### config.mk
export PLATFORM = sky130hd
export DESIGN_NAME = bridge_power_mgmt_regs
export DESIGN_NICKNAME = d
export VERILOG_FILES = /design/src/rtl/bridge_pm_pkg.sv /design/src/rtl/bridge_power_mgmt_regs.sv
export SDC_FILE = /design/constraint.sdc
export NUM_CORES = 1
export LEC_CHECK = 0
export BUFFER_PORTS_ARGS = -buffer_cell sky130_fd_sc_hd__buf_2
export CAP_MARGIN = 20
export CORE_ASPECT_RATIO = 0.75
export CORE_MARGIN = 1
export CORE_UTILIZATION = 44
export CTS_BUF_LIST = sky130_fd_sc_hd__clkbuf_16
export DETAILED_ROUTE_END_ITERATION = 7
export PLACE_DENSITY = 0.82
export SLEW_MARGIN = 20
export SYNTH_ARGS = -nofsm -noshare
export SYNTH_HDL_FRONTEND = slang
export SYNTH_SLANG_ARGS = --single-unit
### constraint.sdc
create_clock -name clk -period 3.19 [get_ports clk]
set_clock_uncertainty 0.2 [all_clocks]
set_input_delay 0.319 -clock clk [delete_from_list [all_inputs] [get_ports clk]]
set_output_delay 0.319 -clock clk [all_outputs]
set_load 0.1 [all_outputs]
### src/rtl/bridge_pm_pkg.sv
// Constants, field layouts and carrier types for the bridge power-management registers.
// Assumes a 100 MHz configuration clock and 16-bit configuration accesses.
package bridge_pm_pkg;

    // Register byte offsets in configuration space.
    localparam logic [7:0]  CAP_OFFSET        = 8'hDE;
    localparam logic [7:0]  CSR_OFFSET        = 8'hE0;

    // Capability register field positions.
    localparam int          CAP_PME_MSB       = 15;
    localparam int          CAP_PME_LSB       = 11;
    localparam int          CAP_D2_BIT        = 10;
    localparam int          CAP_D1_BIT        = 9;
    localparam int          CAP_VER_MSB       = 2;
    localparam int          CAP_VER_LSB       = 0;
    localparam logic [2:0]  CAP_VER_REV10     = 3'h1;
    localparam logic [2:0]  CAP_VER_REV11     = 3'h2;

    // Control/status register field positions and reset value.
    localparam int          CSR_STATE_MSB     = 1;
    localparam int          CSR_STATE_LSB     = 0;
    localparam logic [15:0] CSR_RESET         = 16'h0000;

    // Byte-enable lanes of a 16-bit access.
    localparam int          BE_LOW            = 0;

    // Internal function reset raised on leaving the deepest state for D0.
    localparam int          CLK_PERIOD_NS     = 10;
    localparam int          INT_RESET_TIME_NS = 100;
    localparam int          INT_RESET_CYCLES  = (INT_RESET_TIME_NS + CLK_PERIOD_NS - 1) / CLK_PERIOD_NS;
    localparam logic [3:0]  INT_RESET_COUNT   = 4'(INT_RESET_CYCLES);

    typedef enum logic [1:0] {
        PS_D0    = 2'b00,
        PS_D1    = 2'b01,
        PS_D2    = 2'b10,
        PS_D3HOT = 2'b11
    } power_state_e;

    typedef struct packed {
        logic        wr;
        logic        rd;
        logic [7:0]  addr;
        logic [1:0]  be;
        logic [15:0] wdata;
    } cfg_req_s;

    typedef struct packed {
        logic        ack;
        logic [15:0] rdata;
    } cfg_rsp_s;

endpackage

### src/rtl/bridge_power_mgmt_regs.sv
// Power-management capability and control/status registers of the bridge function.
// Assumes single-cycle configuration strobes synchronous to clk and static mode straps.

////////////////////////////////////////////////////////////////////////////////
// Summary of operation
// - PME support field, bits 15 to 11 of capabilities, always reads zero.
// - D2 support bit reads 1 when strap zero low, else 0.
// - D1 support bit reads 1 when strap zero low, else 0.
// - Capability bits 8 to 6 read as zero.
// - Device specific initialization bit reads zero.
// - Auxiliary power and PME clock bits read zero.
// - Version field reads 001 with strap zero high, 010 when low.
// - PME status bit of control/status always reads zero.
// - Data scale field reads constant 00.
// - Data select field reads constant 0000.
// - PME enable bit always reads zero.
// - Control/status bits 7 to 2 read as zero.
// - Software writes and reads back the two-bit power state; 00 D0 to 11 D3hot.
// - Control/status contents survive the internal reset on leaving D3hot for D0.
// - All power states supported with both straps low; D1 and D2 not with strap zero high; only D0 with strap one high.
// - After reset control/status reads 0000h, power state D0.
// - Secondary clocks stop in D3hot only with clock-control strap high, which also holds the state at D0, so they always run.
module bridge_power_mgmt_regs (
    input  wire logic                       clk,
    input  wire logic                       rst_b,
    input  wire bridge_pm_pkg::cfg_req_s    cfg_req,
    input  wire logic                       mode_strap_zero,
    input  wire logic                       mode_strap_one,
    output bridge_pm_pkg::cfg_rsp_s         cfg_rsp,
    output bridge_pm_pkg::power_state_e     power_state,
    output logic                            sec_clk_en,
    output logic                            func_reset
);
    import bridge_pm_pkg::*;

    ////////////////////////////////////////////////////////////////////////////////
    // Strap capture.

    logic         strap_taken;
    logic         next_strap_taken;
    logic         strap_zero;
    logic         next_strap_zero;
    logic         strap_one;
    logic         next_strap_one;
    logic         bus_clock_ctrl_strap;

    // Straps may not hold a constant under an asynchronous reset, so they are caught by
    // the first clock edge after release and held from then on.
    always_comb begin
        next_strap_taken = 1'b1;
        next_strap_zero  = strap_zero;
        next_strap_one   = strap_one;
        if (!strap_taken) begin
            next_strap_zero = mode_strap_zero;
            next_strap_one  = mode_strap_one;
        end
    end

    always_ff @(posedge clk or negedge rst_b) begin
        if (!rst_b) begin
            strap_taken <= 1'b0;
            strap_zero  <= 1'b0;
            strap_one   <= 1'b0;
        end else begin
            strap_taken <= next_strap_taken;
            strap_zero  <= next_strap_zero;
            strap_one   <= next_strap_one;
        end
    end

    // The clock-control strap shares its pin with mode strap one.
    assign bus_clock_ctrl_strap = strap_one;

    ////////////////////////////////////////////////////////////////////////////////
    // Register images.

    function automatic logic [15:0] cap_image(input logic ms0);
        logic [15:0] v;
        v = 16'h0000;
        v[CAP_PME_MSB:CAP_PME_LSB] = 5'h00;
        v[CAP_D2_BIT]              = ~ms0;
        v[CAP_D1_BIT]              = ~ms0;
        v[8:6]                     = 3'h0;
        v[5]                       = 1'b0;
        v[4:3]                     = 2'h0;
        v[CAP_VER_MSB:CAP_VER_LSB] = ms0 ? CAP_VER_REV10 : CAP_VER_REV11;
        return v;
    endfunction

    function automatic logic [15:0] csr_image(input power_state_e ps);
        logic [15:0] v;
        v = CSR_RESET;
        v[15]    = 1'b0;
        v[14:13] = 2'h0;
        v[12:9]  = 4'h0;
        v[8]     = 1'b0;
        v[7:2]   = 6'h00;
        v[CSR_STATE_MSB:CSR_STATE_LSB] = ps;
        return v;
    endfunction

    // A state may be entered only if this strapping supports it.
    function automatic logic state_allowed(input logic [1:0] req, input logic ms0, input logic ms1);
        logic ok;
        ok = 1'b0;
        if (ms1) begin
            ok = (req == PS_D0);
        end else if (req == PS_D1 || req == PS_D2) begin
            ok = ~ms0;
        end else begin
            ok = 1'b1;
        end
        return ok;
    endfunction

    ////////////////////////////////////////////////////////////////////////////////
    // Power state and internal function reset.

    power_state_e state;
    power_state_e next_state;
    logic [3:0]   reset_count;
    logic [3:0]   next_reset_count;
    logic         csr_write;
    logic [1:0]   req_state;

    // Only the low byte lane reaches the writable field; every other bit has no storage.
    assign csr_write = cfg_req.wr && (cfg_req.addr == CSR_OFFSET) && cfg_req.be[BE_LOW];
    assign req_state = cfg_req.wdata[CSR_STATE_MSB:CSR_STATE_LSB];

    always_comb begin
        next_state       = state;
        next_reset_count = reset_count;
        if (reset_count != 4'h0) begin
            next_reset_count = reset_count - 4'h1;
        end
        if (csr_write && state_allowed(req_state, strap_zero, strap_one)) begin
            next_state = power_state_e'(req_state);
            if (state == PS_D3HOT && req_state == PS_D0) begin
                next_reset_count = INT_RESET_COUNT;
            end
        end
    end

    // The state register sits only on the bus reset; the internal reset that follows
    // D3hot to D0 drives func_reset outward and never clears it.
    always_ff @(posedge clk or negedge rst_b) begin
        if (!rst_b) begin
            state       <= power_state_e'(CSR_RESET[CSR_STATE_MSB:CSR_STATE_LSB]);
            reset_count <= 4'h0;
        end else begin
            state       <= next_state;
            reset_count <= next_reset_count;
        end
    end

    ////////////////////////////////////////////////////////////////////////////////
    // Outputs toward the rest of the bridge.

    logic next_sec_clk_en;
    logic next_func_reset;

    always_comb begin
        next_sec_clk_en = !(bus_clock_ctrl_strap && next_state == PS_D3HOT);
        next_func_reset = (next_reset_count != 4'h0);
    end

    always_ff @(posedge clk or negedge rst_b) begin
        if (!rst_b) begin
            power_state <= PS_D0;
            sec_clk_en  <= 1'b1;
            func_reset  <= 1'b0;
        end else begin
            power_state <= next_state;
            sec_clk_en  <= next_sec_clk_en;
            func_reset  <= next_func_reset;
        end
    end

    ////////////////////////////////////////////////////////////////////////////////
    // Configuration answers.

    cfg_rsp_s next_rsp;

    // Unmapped offsets answer with zero data so software never waits on a read.
    always_comb begin
        next_rsp.ack   = cfg_req.rd || cfg_req.wr;
        next_rsp.rdata = 16'h0000;
        if (cfg_req.rd) begin
            if (cfg_req.addr == CAP_OFFSET) begin
                next_rsp.rdata = cap_image(strap_zero);
            end else if (cfg_req.addr == CSR_OFFSET) begin
                next_rsp.rdata = csr_image(state);
            end else begin
                next_rsp.rdata = 16'h0000;
            end
        end
    end

    always_ff @(posedge clk or negedge rst_b) begin
        if (!rst_b) begin
            cfg_rsp <= '0;
        end else begin
            cfg_rsp <= next_rsp;
        end
    end

endmodule

==> Word-level counts from Yosys, hierarchy flattened <==
Index checks and enable logic that the tools add are counted.
{ "word_totals": {"mem_bits_rw": 0, "out_inout_bits": 21, "latch_bits": 0, "ff_bits": 28, "word_cells": 38, "n_memories": 0, "romBits": 0, "input_bits": 32} }
{ "classes": {"n_mux": 10, "bitwise_logic": 1, "add_sub_neg": 1, "order_cmp": 0, "div_mod_pow": 0, "shifts": 0, "eq_ne": 6, "mul": 0, "n_reduce_logical": 11} }
{ "ops": {"columns": ["op", "count"], "rows": [
  ["8-bit == test (second input constant)", 2],
  ["16-bit two-way mux", 1],
  ["4-bit two-way mux", 3],
  ["11-bit two-way mux", 1],
  ["4-bit nonzero test", 2],
  ["2-bit == test (second input constant)", 3],
  ["2-bit two-way mux", 3],
  ["1-bit logical AND", 5],
  ["4-bit by 1-bit subtractor with 4-bit output (second input constant)", 1],
  ["2-bit by 1-bit == test with 1-bit output (second input constant)", 1],
  ["2-bit logical NOT", 1],
  ["1-bit logical OR", 2],
  ["1-bit two-way mux", 2],
  ["1-bit logical NOT", 1],
  ["1-bit inverter", 1]
]} }

==> Depth between registers and ports, before layout <==
Gate-level depths: netlist of run 1.
{ "depth": {"word_depth": 9, "ltp_mapped": 6, "mapped_depth_nobuf": 6} }

==> Worst setup path before layout of run 1 <==
Ideal clock, no wire load.
{ "synth_path": {"kind": "register -> register", "from": "register, netlist name power_state[0]", "to": "register reset_count[0]", "period_less_slack_ns": 2.184, "setup_ns": 0.119, "path_buffers": 0, "path_stages_with_launch": 4, "required_time_ns": 2.871, "arrival_ns": 1.865, "setup_slack_ns": 1.006, "path_cell_list": "dfrtp_1 nand4b_1 or4_4 and2_1"} }
{ "synth_lines": {"columns": ["element", "line_no", "text"], "rows": [
  ["end signal: assignment", "bridge_power_mgmt_regs.sv:152", "reset_count <= next_reset_count;"],
  ["end: declaration", "bridge_power_mgmt_regs.sv:121", "logic [3:0] reset_count;"]
]} }

==> Worst setup path after layout of run 1 <==
{ "layout_path": {"from": "input cfg_req[0] (netlist name)", "to": "register reset_count[2]"} }
{ "layout_between": {"elab_chain_cells": 6, "word_cells_on_any_way": 10, "cone_classes": "2 x eq/ne; 4 x mux; 4 x reduce/logical"} }
{ "layout_lines": {"columns": ["element", "line_no", "text"], "rows": [
  ["start: declaration", "bridge_power_mgmt_regs.sv:26", "input wire bridge_pm_pkg::cfg_req_s cfg_req,"],
  ["2-bit by 1-bit == test with 1-bit output or 2-bit == test (tied branches)", "bridge_power_mgmt_regs.sv:108", "end else if (req == PS_D1 || req == PS_D2) begin"],
  ["1-bit logical OR", "bridge_power_mgmt_regs.sv:108", null],
  ["1-bit two-way mux", "bridge_power_mgmt_regs.sv:108", null],
  ["1-bit two-way mux", "bridge_power_mgmt_regs.sv:106", "if (ms1) begin"],
  ["1-bit logical AND", "bridge_power_mgmt_regs.sv:136", "if (csr_write && state_allowed(req_state, strap_zero, strap_one)) begin"],
  ["4-bit two-way mux *", "bridge_power_mgmt_regs.sv:136", null],
  ["via next_reset_count[2]", "bridge_power_mgmt_regs.sv:122", "logic [3:0] next_reset_count;"]
]} }
The timed path passes the listed nets; every way through them passes the cells marked *.
A chain may end at the register's enable or synchronous reset.

==> results_dict.tcl, run 1 <==
set metrics [dict create \
    drv_cap 0 \
    worst_setup_path_start_kind "primary input" \
    num_antenna_cells 0 \
    syn-instance-count 81 \
    path_clk_slew_ps 50 \
    antenna_found_initial 0 \
    wl_met2_um 703 \
    path_max_fanout 5 \
    rrSetupSlack_ps 1350 \
    dp_hpwl_um 1130 \
    grt_pass1_wl_um 2370 \
    yosysSeqAreaShare_pct 45.1 \
    wirelength_um 1480 \
    synthTopCellsByArea "dfrtp_1 (42%), buf_4 (12%), nand3b_1 (3.6%), dfstp_2 (3.1%), ha_1 (3.0%)" \
    synth_edf_count 0 \
    vias 625 \
    synth_top_area_cell "dfrtp_1" \
    grt-ovfl-total 0 \
    cts_tree "yes" \
    n_fill_cell 151 \
    viasPerCell 4.77 \
    endpoint_kind "flop" \
    reg2reg_from "reset_count[0]" \
    die_w_um 52.3 \
    multi_input_area_um2 380 \
    pre_cts_ws_ps 1060 \
    tightest_slew_ps 511 \
    antenna_left 0 \
    cts_resized 0 \
    grt_max_degree 16 \
    dieArea_mm2 0.00208 \
    synth_top_area_share_pct 41.9 \
    die-height_um 39.7 \
    final.setup.worst_slack_ps 1270 \
    rsz0062_at_grt "false" \
    clock_latency_ps 240 \
    wire_per_inst_um 11.3 \
    p_leak_nw 0.511 \
    synth_most_common_cell "dfrtp_1" \
    gp_congestion 0.821 \
    hold_class "primary input to flop" \
    cts-root-buf "clkbuf_16" \
    area_growth_pct 22.3 \
    rows 13 \
    fin_tns_setup_ps 0 \
    synth_seq_cells 15 \
    yosys-top-cells-count "dfrtp_1 (14), buf_4 (13), inv_1 (6)" \
    yosysUniqueCellTypes 33 \
    dp_cells 126 \
    top_layer_used "met4" \
    timing.rr.end "func_reset" \
    min_period_ps 1920 \
    clock.fmax_mhz 520 \
    arrival_ps 1840 \
    clock_sinks 15 \
    cts_inserted_buffers 3 \
    max_slew_margin_pct 65.9 \
    vdd.ir_drop.worst_mv 0.483 \
    synth_async_sr_flop_share_pct 100 \
    drt_first_pass_iters 4 \
    cts_max_path_buffers 2 \
    reg2reg_depth 6 \
    cp-startpoint "cfg_req[0]" \
    ioPinCount 53 \
    setup_violations 0 \
    layout.nets 144 \
    coreArea_mm2 0.00176 \
    power_density_mw_per_mm2 741 \
    seq_area_um2 377 \
    first_global_vias 567 \
    path_class "primary input to flop" \
    finalHoldViolCount 0 \
    wl_met1_um 654 \
    drtIter0Drc 10 \
    numPortBuffers 25 \
    synthFlopType "dfrtp_1" \
    routed-wl-met3_um 113 \
    start_util_pct 47.6 \
    grt_use_total_pct 17.1 \
    final_cells 131 \
    syn_area_per_cell_um2 10.3 \
    required_ps 3110 \
    endpoint "reset_count[2]" \
    cts_max_level 1 \
    finalCritPeriodShare_pct 60.3 \
    run_status "finished, final reports clean" \
    slew_violations 0 \
    yosysWarnings 0 \
    syn_area_um2 836 \
    layout-drive-gt1-share_pct 35.8 \
    drc 0 \
]
==> report_power, final <==
| group | switching, mW | leakage, nW | internal [mW] |
|---|---|---|---|
| Sequential | 0.0273 | 0.179 | 0.225 |
| Combinational | 0.178 | 0.291 | 0.0846 |
| Clock | 0.0750 | 0.0409 | 0.167 |
==> layer usage <==
layer	vias up	global-route usage [%]
met5	-	0
met1	280	19.0
li1	314	-
met3	2	7.36
met2	29	29.1
met4	0	6.58
==> stage by stage <==
| step | power, mW | hold slack, ps | utilization [%] | area (um2) |
|---|---|---|---|---|
| after floorplan | 0.481 | -177 | - | 877 |
| after global placement | 0.506 | 33.9 | 53.1 | 932 |
| after detailed placement | 0.515 | 37.4 | 53.1 | 932 |
| after CTS | 0.762 | 84.0 | 58.2 | 1020 |
| after global routing | 0.800 | 87.9 | 58.2 | 1020 |
| final | 0.758 | 84.4 | 58.2 | 1020 |
==> sequential cells by signal, indices dropped and copies added, names as in the netlist <==
register              count
strap_taken               1
bus_clock_ctrl_strap      1
cfg_rsp                   4
sec_clk_en                1
power_state               2
strap_zero                1
func_reset                1
reset_count               4
==> cells in the final DEF (no fill, tap or decap), types with 2 or more instances in the layout <==
| cell | netlist | final |
|---|---|---|
| mux2_2 | 2 | 2 |
| buf_2 | 0 | 25 |
| nand3b_1 | 4 | 4 |
| conb_1 | 2 | 13 |
| nor4_1 | 2 | 2 |
| nand2b_1 | 2 | 2 |
| nand2_1 | 5 | 5 |
| clkbuf_16 | 0 | 3 |
| inv_1 | 6 | 6 |
| dfrtp_1 | 14 | 14 |
| nand4b_1 | 2 | 2 |
| ha_1 | 2 | 2 |
| nor2_1 | 4 | 4 |
| a21oi_1 | 3 | 3 |
==> critical path, cell delays in order <==
cell	delay [ps]
buf_2	100
inv_1	40
ha_1	300
nand3b_1	110
o2111ai_1	210
or4_4	610
a21boi_0	150
==> how the worst min path moves through the flow <==
stage	startpoint	end	slack, ps	cells past startpoint
floorplan	rst_b	bus_clock_ctrl_strap	-180	0
global route	cfg_req[27]	cfg_rsp[16]	90	2
CTS	cfg_req[27]	cfg_rsp[16]	80	2
finish	cfg_req[27]	cfg_rsp[16]	80	2
global placement	rst_b	power_state[0]	30	1
detailed placement	rst_b	power_state[1]	40	1
==> area by class of cell <==
cell class	count	area share, %
timing repair buffer	26	13.2
inverter	6	2.20
clock inverter	1	0.490
clock buffer	3	7.34
multi-input combinational	58	37.2
tap	22	2.69
sequential	15	36.8
==> what timing repair did <==
action | 4_1_cts | 5_1_grt
hold endpoints to repair | 14 | 0
hold buffers | 1 | 0
setup buffers | 0 | 0
==> cell families (layout without fill, tap and decap cells) <==
| kind of cell | Yosys count | in the layout | share of synthesized area, % |
|---|---|---|---|
| flops | 15 | 15 | 45.1 |
| buf+inv | 19 | 36 | 14.4 |
| simple gates | 29 | 29 | 21.7 |
| compound gates | 9 | 9 | 8.23 |
| fa+ha+maj | 2 | 2 | 2.99 |
| mux | 4 | 4 | 5.69 |
| other cells | 2 | 13 | 0.899 |
| xor+xnor | 1 | 1 | 1.05 |
(Power assumes the default switching activity.)
==> run 2, diff against run 1 <==
--- a/config.mk
+++ b/config.mk
@@ -9,10 +9,10 @@
 export CAP_MARGIN = 20
 export CORE_ASPECT_RATIO = 0.75
 export CORE_MARGIN = 1
-export CORE_UTILIZATION = 44
+export CORE_UTILIZATION = 41
 export CTS_BUF_LIST = sky130_fd_sc_hd__clkbuf_16
 export DETAILED_ROUTE_END_ITERATION = 7
-export PLACE_DENSITY = 0.82
+export PLACE_DENSITY = 0.78
 export SLEW_MARGIN = 20
 export SYNTH_ARGS = -nofsm -noshare
 export SYNTH_HDL_FRONTEND = slang
==> constraint.sdc (replaced) <==
create_clock -name clk -period 1.8 [get_ports clk]
set_clock_uncertainty 0.2 [all_clocks]
set_input_delay 0.18 -clock clk [delete_from_list [all_inputs] [get_ports clk]]
set_output_delay 0.18 -clock clk [all_outputs]
set_load 0.1 [all_outputs]
==> run 2 against run 1 <==
Effect of this change:
- clock power grew 69%
- global-route usage grew 3.9 points
- register-to-register slack got worse by 1300 ps
- setup slack got worse by 1200 ps
- combinational power increased by 95%
- final cell count is 9.2% higher
- via count is 9.9% higher
- sequential share of layout area decreased by 3.4 points
- first-iteration DRC count shrank 10%
- critical path depth decreased by 3
- flip-flop and latch count unchanged
- highest routed layer is now met3
==> results_dict.tcl, run 2 (synthesized netlist as in run 1, its figures left out) <==
set metrics [dict create \
    run_status "finished, final reports clean" \
    top_regs "cfg_rsp x4, reset_count x4, power_state x2" \
    min_period_ps 1740 \
    drt_first_pass_iters 4 \
    final.setup.worst_slack_ps 58.8 \
    clock_sinks 15 \
    numPortBuffers 25 \
    layout.cells.most_common "buf_2" \
    drtIter0Drc 9 \
    rows 13 \
    setup_violations 0 \
    grt_max_degree 16 \
    vdd.ir_drop.worst_mv 0.836 \
    path_delay_family "buffers and inverters" \
    cp_num_buf_inv 3 \
    p_leak_nw 0.565 \
    cts_max_path_buffers 2 \
    viasPerCell 4.80 \
    grt-ovfl-total 0 \
    layout-drive-gt1-share_pct 40.5 \
    clock.fmax_mhz 574 \
    dp_hpwl_um 1410 \
    worst_setup_path_start_kind "primary input" \
    wire_per_inst_um 13.0 \
    endpoint_kind "flop" \
    num_antenna_cells 0 \
    start_util_pct 45.9 \
    first_global_vias 723 \
    cpPeakStageDelay_ps 550 \
    dieArea_mm2 0.00222 \
    final_cell_mix "buf_2 (25), conb_1 (13), dfrtp_1 (12)" \
    power_density_mw_per_mm2 1200 \
    arrival_ps 1660 \
    wirelength_um 1850 \
    antenna_left 0 \
    crit_top_cell "dlygate4sd3_1" \
    hold_class "primary input to flop" \
    cp_cell_sequence "dlygate4sd3_1 -> buf_2 -> or2_2 -> dlygate4sd3_1" \
    slew_violations 0 \
    antenna_found_initial 0 \
    rsz0062_at_grt "false" \
    path_class "primary input to flop" \
    die-height_um 41.1 \
    worst_hold_slack_ps 94.6 \
    cts_inserted_buffers 3 \
    area_growth_pct 36.4 \
    pre_cts_ws_ps -143 \
    drc 0 \
    required_ps 1720 \
    layout.nets 156 \
    cts_max_level 1 \
    path_max_fanout 2 \
    finalHoldViolCount 0 \
    drv_cap 0 \
    cts_tree "yes" \
    path_clk_slew_ps 40 \
    coreArea_mm2 0.00182 \
    grt_use_total_pct 21.0 \
    clock_latency_ps 240 \
    critPathSlowestCell "dlygate4sd3_1" \
    cts-root-buf "clkbuf_16" \
    vias 687 \
    final_core_util_pct 62.6 \
    die_w_um 54.1 \
    gp_congestion 0.875 \
    grt_pass1_wl_um 3120 \
    finalCritPeriodShare_pct 96.7 \
    ioPinCount 53 \
]
## run 2: report_power, final
part / switching, mW / internal [mW]
Clock: 0.116 / 0.292
Combinational: 0.331 / 0.180
Sequential: 0.0510 / 0.400
Total: 0.498 / 0.872
## run 2: metal layers
metal	up-vias	GRT usage [%]	routed length (um)
met5	-	0	0
met4	0	2.56	0
met3	0	6.67	76
met2	21	43.6	1040
met1	329	21.2	731
li1	337	-	-
## run 2: tightest hold or removal path: cells and delay by family
family	cells	cell delay (ps)
simple gates	2	190
buf+inv	1	110
## run 2: final cells by class
class | instances | area (um2)
well taps | 22 | 27.5
fillers | 149 | 682
inverters | 6 | 22.5
repair buffers | 38 | 238
clock buffers | 3 | 75.1
flip-flops and latches | 15 | 382
multi-input cells | 58 | 392
clock inverters | 1 | 3.75
## run 2: path summary, 6_finish.rpt
kind	start	to	slack [ps]	depth (start not counted)
hold / removal	cfg_req[19]	cfg_rsp[9]	90	3
hold reg to reg	bus_clock_ctrl_strap	sec_clk_en	290	1
setup / recovery	cfg_req[26]	cfg_rsp[16]	60	4
max in group asynchronous	rst_b	sec_clk_en	940	2
setup reg to reg	bus_clock_ctrl_strap	power_state[0]	80	4
min in group asynchronous	rst_b	reset_count[3]	170	2
## run 2: repair_timing
item | in CTS | in global routing
resized for setup | 0 | 3
hold buffers | 6 | 0
buffers inserted | 0 | 0
hold endpoints to repair | 19 | 0
endpoints found under the setup margin | 0 | 4
## run 2: through the flow
stage	cell area, um2	std cells	TNS, ps	power, mW
detailed placement	990	133	-557	0.941
CTS	1130	143	0	1.36
global route	1140	143	0	1.47
global placement	990	133	-255	0.924
finish	1140	143	0	1.37
floorplan	882	92	0	0.852
